File: config.mk
export PLATFORM = sky130hd
export DESIGN_NAME = kinetics_frame_sequencer
export DESIGN_NICKNAME = d
export VERILOG_FILES = /design/src/hdl/kinetics_pkg.sv /design/src/hdl/tick_divider.sv /design/src/hdl/kinetics_frame_sequencer.sv
export VERILOG_INCLUDE_DIRS = /design/src /design/src/hdl
export SDC_FILE = /design/constraint.sdc
export NUM_CORES = 1
export LEC_CHECK = 0
export BUFFER_PORTS_ARGS = -buffer_cell sky130_fd_sc_hd__buf_2
export CAP_MARGIN = 15
export CORE_ASPECT_RATIO = 0.75
export CORE_MARGIN = 2
export CORE_UTILIZATION = 35
export CTS_CLUSTER_DIAMETER = 40
export CTS_CLUSTER_SIZE = 30
export DETAILED_ROUTE_END_ITERATION = 8
export PLACE_DENSITY_LB_ADDON = 0.3
export SLEW_MARGIN = 5
export SYNTH_ARGS = -nofsm -noshare
export SYNTH_HDL_FRONTEND = slang
export SYNTH_SLANG_ARGS = --single-unit
File: constraint.sdc
create_clock -name sys_clk_i -period 5.7 [get_ports sys_clk_i]
set_input_delay 0 -clock sys_clk_i [delete_from_list [all_inputs] [get_ports sys_clk_i]]
set_output_delay 0 -clock sys_clk_i [all_outputs]
set_load 0.02 [all_outputs]
File: src/hdl/kinetics_cfg.svh
// Constants for the kinetics frame sequencer.
`ifndef KINETICS_CFG_SVH
`define KINETICS_CFG_SVH
`define KIN_MODE_FREE_RUN 2'h0
`define KIN_MODE_SINGLE_TRIG 2'h1
`define KIN_MODE_MULTI_TRIG 2'h2
`define KIN_MON_SEL_SHUTTER 1'h0
`define KIN_MON_SEL_READOUT 1'h1
`define KIN_CLK_PERIOD_NS 25
`define KIN_CLK_MHZ 40
`define KIN_DEF_ROWS 16'h0200
`define KIN_CNT_ONE 16'h0001
`define KIN_CNT_ZERO 16'h0000
`endif

File: src/hdl/kinetics_pkg.sv
// Types shared by the kinetics frame sequencer files.
package kinetics_pkg;
    typedef enum logic [2:0]
    {
        ST_IDLE = 3'h0,
        ST_WAIT_START = 3'h1,
        ST_EXPOSE = 3'h2,
        ST_SHIFT = 3'h3,
        ST_WAIT_SYNC = 3'h4,
        ST_READOUT = 3'h5
    } seq_state_type;
endpackage

File: src/hdl/tick_divider.sv
// Divider that produces a one-cycle enable pulse every period cycles.
`timescale 1ns/1ps
`include "kinetics_cfg.svh"
module tick_divider #(
    parameter int WIDTH = 16
) (
    input wire logic sys_clk_i,
    input wire logic reset_n_i,
    input wire logic run_i,
    input wire logic [WIDTH-1:0] period_i,
    output logic tick_o
);
    logic [WIDTH-1:0] count_r;
    logic [WIDTH-1:0] count_nxt;
    logic tick_nxt;

    always_comb
    begin
        count_nxt = count_r;
        tick_nxt = 1'b0;
        if (!run_i)
        begin
            count_nxt = '0;
        end
        else if (count_r + WIDTH'(1) >= period_i)
        begin
            count_nxt = '0;
            tick_nxt = 1'b1;
        end
        else
        begin
            count_nxt = count_r + WIDTH'(1);
        end
    end

    always_ff @(posedge sys_clk_i or negedge reset_n_i)
    begin
        if (!reset_n_i)
        begin
            count_r <= '0;
            tick_o <= 1'b0;
        end
        else
        begin
            count_r <= count_nxt;
            tick_o <= tick_nxt;
        end
    end
endmodule // tick_divider

File: src/hdl/kinetics_frame_sequencer.sv
// Kinetics acquisition sequencer: burst capture under a mask, then slow readout.
`timescale 1ns/1ps
`include "kinetics_cfg.svh"
module kinetics_frame_sequencer #(
    parameter int CNT_W = 16,
    parameter int SENSOR_ROWS = 512
) (
    input wire logic sys_clk_i,
    input wire logic reset_n_i,
    input wire logic start_i,
    input wire logic [1:0] mode_i,
    input wire logic [CNT_W-1:0] exposure_cycles_i,
    input wire logic [CNT_W-1:0] shift_cycles_i,
    input wire logic [CNT_W-1:0] window_rows_i,
    input wire logic [CNT_W-1:0] readout_cycles_i,
    input wire logic monitor_sel_i,
    input wire logic ext_sync_i,
    output logic shutter_open_o,
    output logic row_shift_o,
    output logic readout_o,
    output logic frame_done_o,
    output logic busy_o,
    output logic config_err_o,
    output logic timing_monitor_o
);
    if (CNT_W < 4 || SENSOR_ROWS < 1 || SENSOR_ROWS >= (1 << CNT_W))
    begin : g_param_check
        $error("kinetics_frame_sequencer: unsupported parameters");
    end

    localparam logic [CNT_W-1:0] ROWS = CNT_W'(SENSOR_ROWS);

    logic sync_meta_r;
    logic sync_s_r;
    logic sync_d_r;
    logic sync_rise;
    logic [2:0] sync_nxt;

    assign sync_nxt = {sync_meta_r, sync_s_r, ext_sync_i};
    assign sync_rise = sync_s_r && !sync_d_r;

    always_ff @(posedge sys_clk_i or negedge reset_n_i)
    begin
        if (!reset_n_i)
        begin
            sync_meta_r <= 1'b0;
            sync_s_r <= 1'b0;
            sync_d_r <= 1'b0;
        end
        else
        begin
            sync_meta_r <= sync_nxt[0];
            sync_s_r <= sync_nxt[2];
            sync_d_r <= sync_nxt[1];
        end
    end

    kinetics_pkg::seq_state_type state_r;
    kinetics_pkg::seq_state_type state_nxt;
    logic [1:0] mode_r;
    logic [1:0] mode_nxt;
    logic [CNT_W-1:0] exp_r;
    logic [CNT_W-1:0] exp_nxt;
    logic [CNT_W-1:0] shift_r;
    logic [CNT_W-1:0] shift_nxt;
    logic [CNT_W-1:0] win_r;
    logic [CNT_W-1:0] win_nxt;
    logic [CNT_W-1:0] rdo_r;
    logic [CNT_W-1:0] rdo_nxt;
    logic [CNT_W-1:0] frames_r;
    logic [CNT_W-1:0] frames_nxt;
    logic [CNT_W-1:0] frame_idx_r;
    logic [CNT_W-1:0] frame_idx_nxt;
    logic [CNT_W-1:0] cnt_r;
    logic [CNT_W-1:0] cnt_nxt;
    logic [CNT_W-1:0] rows_left_r;
    logic [CNT_W-1:0] rows_left_nxt;
    logic shutter_nxt;
    logic row_shift_nxt;
    logic readout_nxt;
    logic frame_done_nxt;
    logic busy_nxt;
    logic err_nxt;
    logic err_r;
    logic mon_nxt;
    logic shift_run;
    logic shift_tick;
    logic cfg_ok;
    logic last_frame;

    assign cfg_ok = (window_rows_i != `KIN_CNT_ZERO) && (window_rows_i <= ROWS)
        && (mode_i != 2'h3);
    assign last_frame = (frame_idx_r + `KIN_CNT_ONE) >= frames_r;
    assign shift_run = (state_r == kinetics_pkg::ST_SHIFT);

    tick_divider #(
        .WIDTH(CNT_W)
    ) u_row_tick (
        .sys_clk_i(sys_clk_i),
        .reset_n_i(reset_n_i),
        .run_i(shift_run),
        .period_i(shift_r),
        .tick_o(shift_tick)
    );

    always_comb
    begin
        state_nxt = state_r;
        mode_nxt = mode_r;
        exp_nxt = exp_r;
        shift_nxt = shift_r;
        win_nxt = win_r;
        rdo_nxt = rdo_r;
        frames_nxt = frames_r;
        frame_idx_nxt = frame_idx_r;
        cnt_nxt = cnt_r;
        rows_left_nxt = rows_left_r;
        frame_done_nxt = 1'b0;
        row_shift_nxt = 1'b0;
        err_nxt = err_r;
        unique case (state_r)
            kinetics_pkg::ST_IDLE:
            begin
                if (start_i)
                begin
                    if (!cfg_ok)
                    begin
                        err_nxt = 1'b1;
                    end
                    else
                    begin
                        err_nxt = 1'b0;
                        mode_nxt = mode_i;
                        exp_nxt = exposure_cycles_i;
                        shift_nxt = shift_cycles_i;
                        win_nxt = window_rows_i;
                        rdo_nxt = readout_cycles_i;
                        frames_nxt = ROWS / window_rows_i;
                        frame_idx_nxt = `KIN_CNT_ZERO;
                        cnt_nxt = `KIN_CNT_ZERO;
                        if (mode_i == `KIN_MODE_FREE_RUN)
                        begin
                            state_nxt = kinetics_pkg::ST_EXPOSE;
                        end
                        else
                        begin
                            state_nxt = kinetics_pkg::ST_WAIT_START;
                        end
                    end
                end
            end
            kinetics_pkg::ST_WAIT_START:
            begin
                if (sync_rise)
                begin
                    cnt_nxt = `KIN_CNT_ZERO;
                    state_nxt = (mode_r == `KIN_MODE_SINGLE_TRIG) ? kinetics_pkg::ST_EXPOSE
                        : kinetics_pkg::ST_WAIT_SYNC;
                end
            end
            kinetics_pkg::ST_EXPOSE:
            begin
                cnt_nxt = cnt_r + `KIN_CNT_ONE;
                if (cnt_nxt >= exp_r)
                begin
                    cnt_nxt = `KIN_CNT_ZERO;
                    rows_left_nxt = win_r;
                    state_nxt = kinetics_pkg::ST_SHIFT;
                end
            end
            kinetics_pkg::ST_WAIT_SYNC:
            begin
                if (sync_rise)
                begin
                    rows_left_nxt = win_r;
                    state_nxt = kinetics_pkg::ST_SHIFT;
                end
            end
            kinetics_pkg::ST_SHIFT:
            begin
                if (shift_tick)
                begin
                    row_shift_nxt = 1'b1;
                    rows_left_nxt = rows_left_r - `KIN_CNT_ONE;
                    if (rows_left_r == `KIN_CNT_ONE)
                    begin
                        frame_done_nxt = 1'b1;
                        frame_idx_nxt = frame_idx_r + `KIN_CNT_ONE;
                        cnt_nxt = `KIN_CNT_ZERO;
                        if (last_frame)
                        begin
                            state_nxt = kinetics_pkg::ST_READOUT;
                        end
                        else if (mode_r == `KIN_MODE_MULTI_TRIG)
                        begin
                            state_nxt = kinetics_pkg::ST_WAIT_SYNC;
                        end
                        else
                        begin
                            state_nxt = kinetics_pkg::ST_EXPOSE;
                        end
                    end
                end
            end
            kinetics_pkg::ST_READOUT:
            begin
                cnt_nxt = cnt_r + `KIN_CNT_ONE;
                if (cnt_nxt >= rdo_r)
                begin
                    cnt_nxt = `KIN_CNT_ZERO;
                    state_nxt = kinetics_pkg::ST_IDLE;
                end
            end
            default:
            begin
                state_nxt = kinetics_pkg::ST_IDLE;
            end
        endcase
        shutter_nxt = (state_nxt == kinetics_pkg::ST_EXPOSE) || (state_nxt == kinetics_pkg::ST_SHIFT)
            || (state_nxt == kinetics_pkg::ST_WAIT_SYNC);
        readout_nxt = (state_nxt == kinetics_pkg::ST_READOUT);
        busy_nxt = (state_nxt != kinetics_pkg::ST_IDLE);
        mon_nxt = (monitor_sel_i == `KIN_MON_SEL_READOUT) ? !readout_nxt : shutter_nxt;
    end

    always_ff @(posedge sys_clk_i or negedge reset_n_i)
    begin
        if (!reset_n_i)
        begin
            state_r <= kinetics_pkg::ST_IDLE;
            mode_r <= `KIN_MODE_FREE_RUN;
            exp_r <= '0;
            shift_r <= '0;
            win_r <= '0;
            rdo_r <= '0;
            frames_r <= '0;
            frame_idx_r <= '0;
            cnt_r <= '0;
            rows_left_r <= '0;
            err_r <= 1'b0;
            shutter_open_o <= 1'b0;
            row_shift_o <= 1'b0;
            readout_o <= 1'b0;
            frame_done_o <= 1'b0;
            busy_o <= 1'b0;
            timing_monitor_o <= 1'b0;
        end
        else
        begin
            state_r <= state_nxt;
            mode_r <= mode_nxt;
            exp_r <= exp_nxt;
            shift_r <= shift_nxt;
            win_r <= win_nxt;
            rdo_r <= rdo_nxt;
            frames_r <= frames_nxt;
            frame_idx_r <= frame_idx_nxt;
            cnt_r <= cnt_nxt;
            rows_left_r <= rows_left_nxt;
            err_r <= err_nxt;
            shutter_open_o <= shutter_nxt;
            row_shift_o <= row_shift_nxt;
            readout_o <= readout_nxt;
            frame_done_o <= frame_done_nxt;
            busy_o <= busy_nxt;
            timing_monitor_o <= mon_nxt;
        end
    end

    assign config_err_o = err_r;

    a_shutter_closed_readout: assert property (@(posedge sys_clk_i) disable iff (!reset_n_i)
        readout_o |-> !shutter_open_o) else $error("Shutter open during readout.");
    a_mode_held_series: assert property (@(posedge sys_clk_i) disable iff (!reset_n_i)
        (busy_o && $past(busy_o)) |-> $stable(mode_r)) else $error("Mode changed within a series.");
    a_no_rearm_readout: assert property (@(posedge sys_clk_i) disable iff (!reset_n_i)
        (state_r == kinetics_pkg::ST_READOUT) |=> (state_r inside {kinetics_pkg::ST_READOUT,
        kinetics_pkg::ST_IDLE})) else $error("Series restarted before readout end.");
    a_multi_shutter_open: assert property (@(posedge sys_clk_i) disable iff (!reset_n_i)
        (state_r == kinetics_pkg::ST_WAIT_SYNC) |-> shutter_open_o) else $error("Shutter shut between syncs.");
    a_multi_one_frame: assert property (@(posedge sys_clk_i) disable iff (!reset_n_i)
        (mode_r == `KIN_MODE_MULTI_TRIG && state_r == kinetics_pkg::ST_WAIT_SYNC && !sync_rise)
        |=> state_r == kinetics_pkg::ST_WAIT_SYNC) else $error("Frame started without sync.");
    a_frame_count_limit: assert property (@(posedge sys_clk_i) disable iff (!reset_n_i)
        busy_o |-> frame_idx_r <= frames_r) else $error("Too many frames.");
    a_shift_after_expose: assert property (@(posedge sys_clk_i) disable iff (!reset_n_i)
        (state_r == kinetics_pkg::ST_EXPOSE && state_nxt != kinetics_pkg::ST_EXPOSE)
        |=> state_r == kinetics_pkg::ST_SHIFT) else $error("Exposure not followed by shift.");
    a_monitor_select: assert property (@(posedge sys_clk_i) disable iff (!reset_n_i)
        $stable(monitor_sel_i) && monitor_sel_i |=> timing_monitor_o == !readout_o)
        else $error("Monitor does not follow readout.");
    a_single_trig_start: assert property (@(posedge sys_clk_i) disable iff (!reset_n_i)
        (state_r == kinetics_pkg::ST_WAIT_START && mode_r == `KIN_MODE_SINGLE_TRIG && sync_rise)
        |=> state_r == kinetics_pkg::ST_EXPOSE) else $error("Trigger did not start series.");

    c_free_run: cover property (@(posedge sys_clk_i) disable iff (!reset_n_i)
        mode_r == `KIN_MODE_FREE_RUN && frame_done_o);
    c_single_read: cover property (@(posedge sys_clk_i) disable iff (!reset_n_i)
        mode_r == `KIN_MODE_SINGLE_TRIG && readout_o);
    c_multi_read: cover property (@(posedge sys_clk_i) disable iff (!reset_n_i)
        mode_r == `KIN_MODE_MULTI_TRIG && readout_o);
endmodule // kinetics_frame_sequencer

# Yosys cells after proc, flatten, opt, wreduce, memory -nomap -nowiden
# Index checks and enable logic that the tools add are counted.
[word_totals]
in_bits = 71
memories = 0
reg_bits = 160
mem_bits_ro = 0
latchBits = 0
elab_cells = 110
mem_bits_rw = 0
[op_classes]
eq_ne = 20
n_mul = 0
shift = 0
n_reduce_logical = 19
mux = 39
div = 1
n_bitwise = 0
n_lt_le_gt_ge = 5
addsub = 4
[ops]
columns = ["operator", "count"]
rows = [
  ["$mux W16", 14],
  ["$pmux W16 S5", 1],
  ["$ge A16 B16 Y1", 4],
  ["$add A16 B1 Y16 const B", 3],
  ["$pmux W16 S3", 1],
  ["$mux W3", 11],
  ["$pmux W16 S2", 1],
  ["$pmux W3 S6", 1],
  ["$div A10 B16 Y16 const A", 1],
  ["$eq A16 B1 Y1 const B", 1],
  ["$le A16 B10 Y1 const B", 1],
  ["$ne A2 B2 Y1 const B", 8],
  ["$reduce_bool A16 Y1", 1],
  ["$sub A16 B1 Y16 const B", 1],
  ["$eq A3 B2 Y1 const B", 4],
  ["$eq A3 B3 Y1 const B", 4],
  ["$mux W1", 9],
  ["$reduce_and A6 Y1", 1],
  ["$reduce_bool A3 Y1", 2],
  ["$reduce_and A5 Y1", 1],
  ["$reduce_bool A5 Y1", 1],
  ["$reduce_and A4 Y1", 1],
  ["$eq A3 B1 Y1 const B", 1],
  ["$logic_and A1 B1 Y1", 3],
  ["other kinds (10)", 12],
]

# Logic depth before layout (Yosys ltp)
[logic_depth]
ltp_word = 10
ltp_mapped = 128
mapped_depth_nobuf = 119

# Hierarchy
# From an unflattened synthesis, not the netlist that was laid out.
[unflattened]
cells_unflattened = 2039
hier_area_um2 = 16082.9
[by_module_without_submodules]
columns = ["module", "area_each_um2", "cells_each", "seq_area_each_um2", "n_inst"]
rows = [
  ["kinetics_frame_sequencer", 14794.2, 1896, 3578.4, 1],
  ["tick_divider", 1288.7, 143, 425.4, 1],
]

# Worst setup path before layout
# No wires, ideal clock.
[synth_path]
path_kind = "input port to flip-flop"
startpoint = "in window_rows_i[0]"
endpoint = "reg frames_r[0]"
path_buffers = 10
setup_ps = 140
setup_slack_ps = -18191
arrival_ps = 23751
cell_stages = 116
path_cell_list = "buf_2 clkinv_1 clkbuf_1 ha_1 buf_2 nor2b_1 and2_1 and3_2 ha_1 a21oi_1 nand2b_1 nor2_1 nor2_1 a21oi_1 inv_1 ha_1 o21a_1 o311ai_0 (+80 left out) a311oi_1 a21oi_1 a41o_1 o21ai_0 nor2_1 buf_4 mux2_2 ha_1 a21oi_1 nor2b_1 o21ai_0 nand2b_1 a21oi_1 nor2b_1 o21ai_0 nand2b_1 a21oi_1 a31oi_1"
[synth_between]
elab_chain_cells = 4
[synth_lines]
columns = ["element", "line", "rtl"]
rows = [
  ["start, declared", "kinetics_frame_sequencer.sv:14", "input wire logic [CNT_W-1:0] window_rows_i,"],
  ["branches (longest 4 deep; another with $div A10 B16 Y16)", "--", ""],
  ["end signal, assigned", "kinetics_frame_sequencer.sv:256", "frames_r <= frames_nxt;"],
  ["end, declared", "kinetics_frame_sequencer.sv:70", "logic [CNT_W-1:0] frames_r;"],
]
# Several ways; the timed one is not identified.
# A chain may end at the register's enable or synchronous reset.

# Worst setup path after layout
[layout_path]
startpoint = "in window_rows_i[8]"
endpoint = "reg frames_r[0]"
# The elaborated chain is that of the path after synthesis.

==> results_dict.tcl <==
set metrics [dict create \
    drt_iter0_drc 1264 \
    final_common_cell "buf_4" \
    ys.flop_type "dfrtp_1" \
    dpl-instance-area_um2 20200 \
    grt_pass1_wl_um 87400 \
    fin_crit_ps 21560 \
    grt_pass1_vias 16600 \
    maxSlewViolCount 0 \
    leakage_nw 11.6 \
    required_ps 6070 \
    drive_above_1_share_pct 38.2 \
    clock_sinks 160 \
    synthDistinctLibCells 87 \
    crit_slowest_cell "or4_4" \
    drtPass1Iterations 5 \
    synth_seq_cells 160 \
    cp.arrival_ps 21930 \
    yosysWarnings 0 \
    dp_hpwl_um 39800 \
    fin_nets 2862 \
    max_slew_margin_pct 22.5 \
    slowest_delay_ps 550 \
    crit_type "primary input to register" \
    critPathLaunchType "primary input" \
    rsz0062_at_grt "true" \
    place_congestion 0.949 \
    status "finished with violations" \
    final.setup.worst_slack_ps -15860 \
    utilization_pct 55.3 \
    antenna_found_initial 0 \
    tightest_slew_ps 1160 \
    fin_crit_sh_pct 378 \
    syn_nets 2168 \
    violations "negative setup slack" \
    crit_fanout 7 \
    place_worst_setup_slack_ps -16820 \
    max_freq_ghz 0.0464 \
    grt_max_degree 123 \
    cts_inserted_buffers 17 \
    crit_family "compound AO/OA/AOI/OAI gates" \
    dieArea_um2 45300 \
    portBuffers 77 \
    ctsRootBufferMaster "clkbuf_16" \
    power_density_nw_per_um2 122 \
    ir_drop_mv 0.148 \
    most-common-layout-cells "buf_4, nand2_1, dfrtp_1, o21ai_0, nor2_1" \
    die_x_um 245 \
    die_h_um 185 \
    critPathBufInv 16 \
    cts_htree_levels 4 \
    finalInstanceArea_um2 23900 \
    wl_per_cell_um 17.7 \
    max_cap_violations 0 \
    rrSetupSlack_ps 1140 \
    end_kind "register" \
    cts_tree "built" \
    synthToLayoutAreaGrowth_pct 56.6 \
    setup_viol 10 \
    grt-ovfl-total 0 \
    vias 17100 \
    ant_nets 0 \
    clockBufferDepth 2 \
    grt_usage_pct 24.0 \
    clock_latency_ps 440 \
    core_um2 43200 \
    num_rows 66 \
    ys_seq_area_share_pct 26.2 \
    cpMostUsedCell "ha_4" \
    wirelength_um 56700 \
    antenna_cells 0 \
    synth-async-reset-ratio_pct 100 \
    viasPerCell 5.36 \
    syn_inst 1908 \
    hold_violations 0 \
    synth_area_um2 15300 \
    avgSynthCellArea_um2 8.00 \
    synth_edf_count 0 \
    finClkSkew_ps 15.2 \
    route.detailed.drc 0 \
    path_clk_slew_ps 70 \
    hold_path_class "primary input to register" \
    pin_count 78 \
    initial_core_util_pct 35.3 \
]
[area by class of cell]
cell class                 count  area [um^2]
clock inverter                11          163
inverter                     111          422
tap                          578          723
clock buffer                  21          450
timing repair buffer         730         5610
fill                        3715        19300
sequential                   160         4000
multi-input combinational   1582        12500
[cell usage after synthesis (all sizes together) (24+ instances only)]
| library cell | count | area, um^2 |
|---|---|---|
| nand2 | 217 | 815 |
| o21ai | 190 | 955 |
| ha | 189 | 2360 |
| nor2 | 163 | 612 |
| dfrtp | 160 | 4000 |
| a21oi | 116 | 581 |
| inv | 110 | 413 |
| xnor2 | 66 | 578 |
| xor2 | 51 | 447 |
| nand3 | 48 | 240 |
| a21o | 44 | 330 |
| clkbuf | 42 | 158 |
| nor3 | 38 | 195 |
| nor2b | 34 | 213 |
| nand2b | 33 | 206 |
| and3 | 31 | 201 |
| o21a | 28 | 210 |
| a31oi | 24 | 156 |
[flip-flops by register name, indices dropped and copies added, names as in the netlist, 2 cells and up]
signal              count
cnt_r                  16
exp_r                  16
frame_idx_r            16
frames_r               16
rdo_r                  16
rows_left_r            16
shift_r                16
u_row_tick.count_r     16
win_r                  16
state_r                 3
mode_r                  2
[power by group]
part | leakage, nW | total (mW) | internal, mW | switching, mW
Sequential | 1.80 | 1.14 | 1.14 | 0.000318
Combinational | 9.53 | 0.547 | 0.260 | 0.286
Clock | 0.293 | 1.22 | 0.741 | 0.479
[per-layer routing]
metal	GRT usage, %	vias up	routed length, um
li1	-	8297	-
met1	34.7	8204	27000
met2	37.4	501	25200
met3	3.33	114	2930
met4	6.34	0	1540
met5	0	-	0
[worst reg2reg max path: stages (launching register included)]
cell and delay [ps]:
dfrtp_1 480, ha_1 280, nand3_1 170, nor2_1 220, and3_1 320, nand3_1 130
xnor2_1 330, ha_1 320, a21o_1 160, a2111oi_0 380, o21ai_0 160, a31oi_1 160
o21ai_0 240, a31oi_2 600, buf_4 320, o21ai_0 130, o21ai_0 80
[metrics by stage]
step | hold slack (ps) | total power [mW] | setup TNS [ps] | instances
after detailed placement | 144 | 1.60 | -88420 | 2972
after floorplan | -296 | 1.37 | -83410 | 1908
after CTS | 154 | 2.87 | -79670 | 3153
after global routing | 205 | 3.01 | -87010 | 3193
after global placement | 139 | 1.59 | -85340 | 2972
final | 179 | 2.90 | -82790 | 3193
[path summary, 6_finish.rpt]
kind	start	depth (start not counted)	to
setup / recovery	window_rows_i[8]	107	frames_r[0]
hold / removal	window_rows_i[1]	4	win_r[1]
setup reg to reg	cnt_r[0]	16	rows_left_r[9]
hold reg to reg	sync_meta_r	0	sync_s_r
max in group asynchronous	reset_n_i	3	state_r[1]
min in group asynchronous	reset_n_i	2	cnt_r[4]
[cell families (layout without fill, tap and decap cells)]
| logic type | after synthesis | after routing | synth area share, % |
|---|---|---|---|
| simple gates | 689 | 689 | 22.0 |
| compound gates | 565 | 565 | 23.7 |
| fa+ha+maj | 189 | 189 | 15.5 |
| buf+inv | 166 | 873 | 4.25 |
| flops | 160 | 160 | 26.2 |
| xor+xnor | 117 | 117 | 6.72 |
| mux | 22 | 22 | 1.59 |
[timing repair]
action,in CTS,in global routing
pin swaps,108,113
buffers inserted,95,42
hold buffers,54,0
endpoints found under the setup margin,10,10
endpoints found under the hold margin,155,0
resized for setup,149,137
Note: power is estimated with default switching activity, not from simulation.
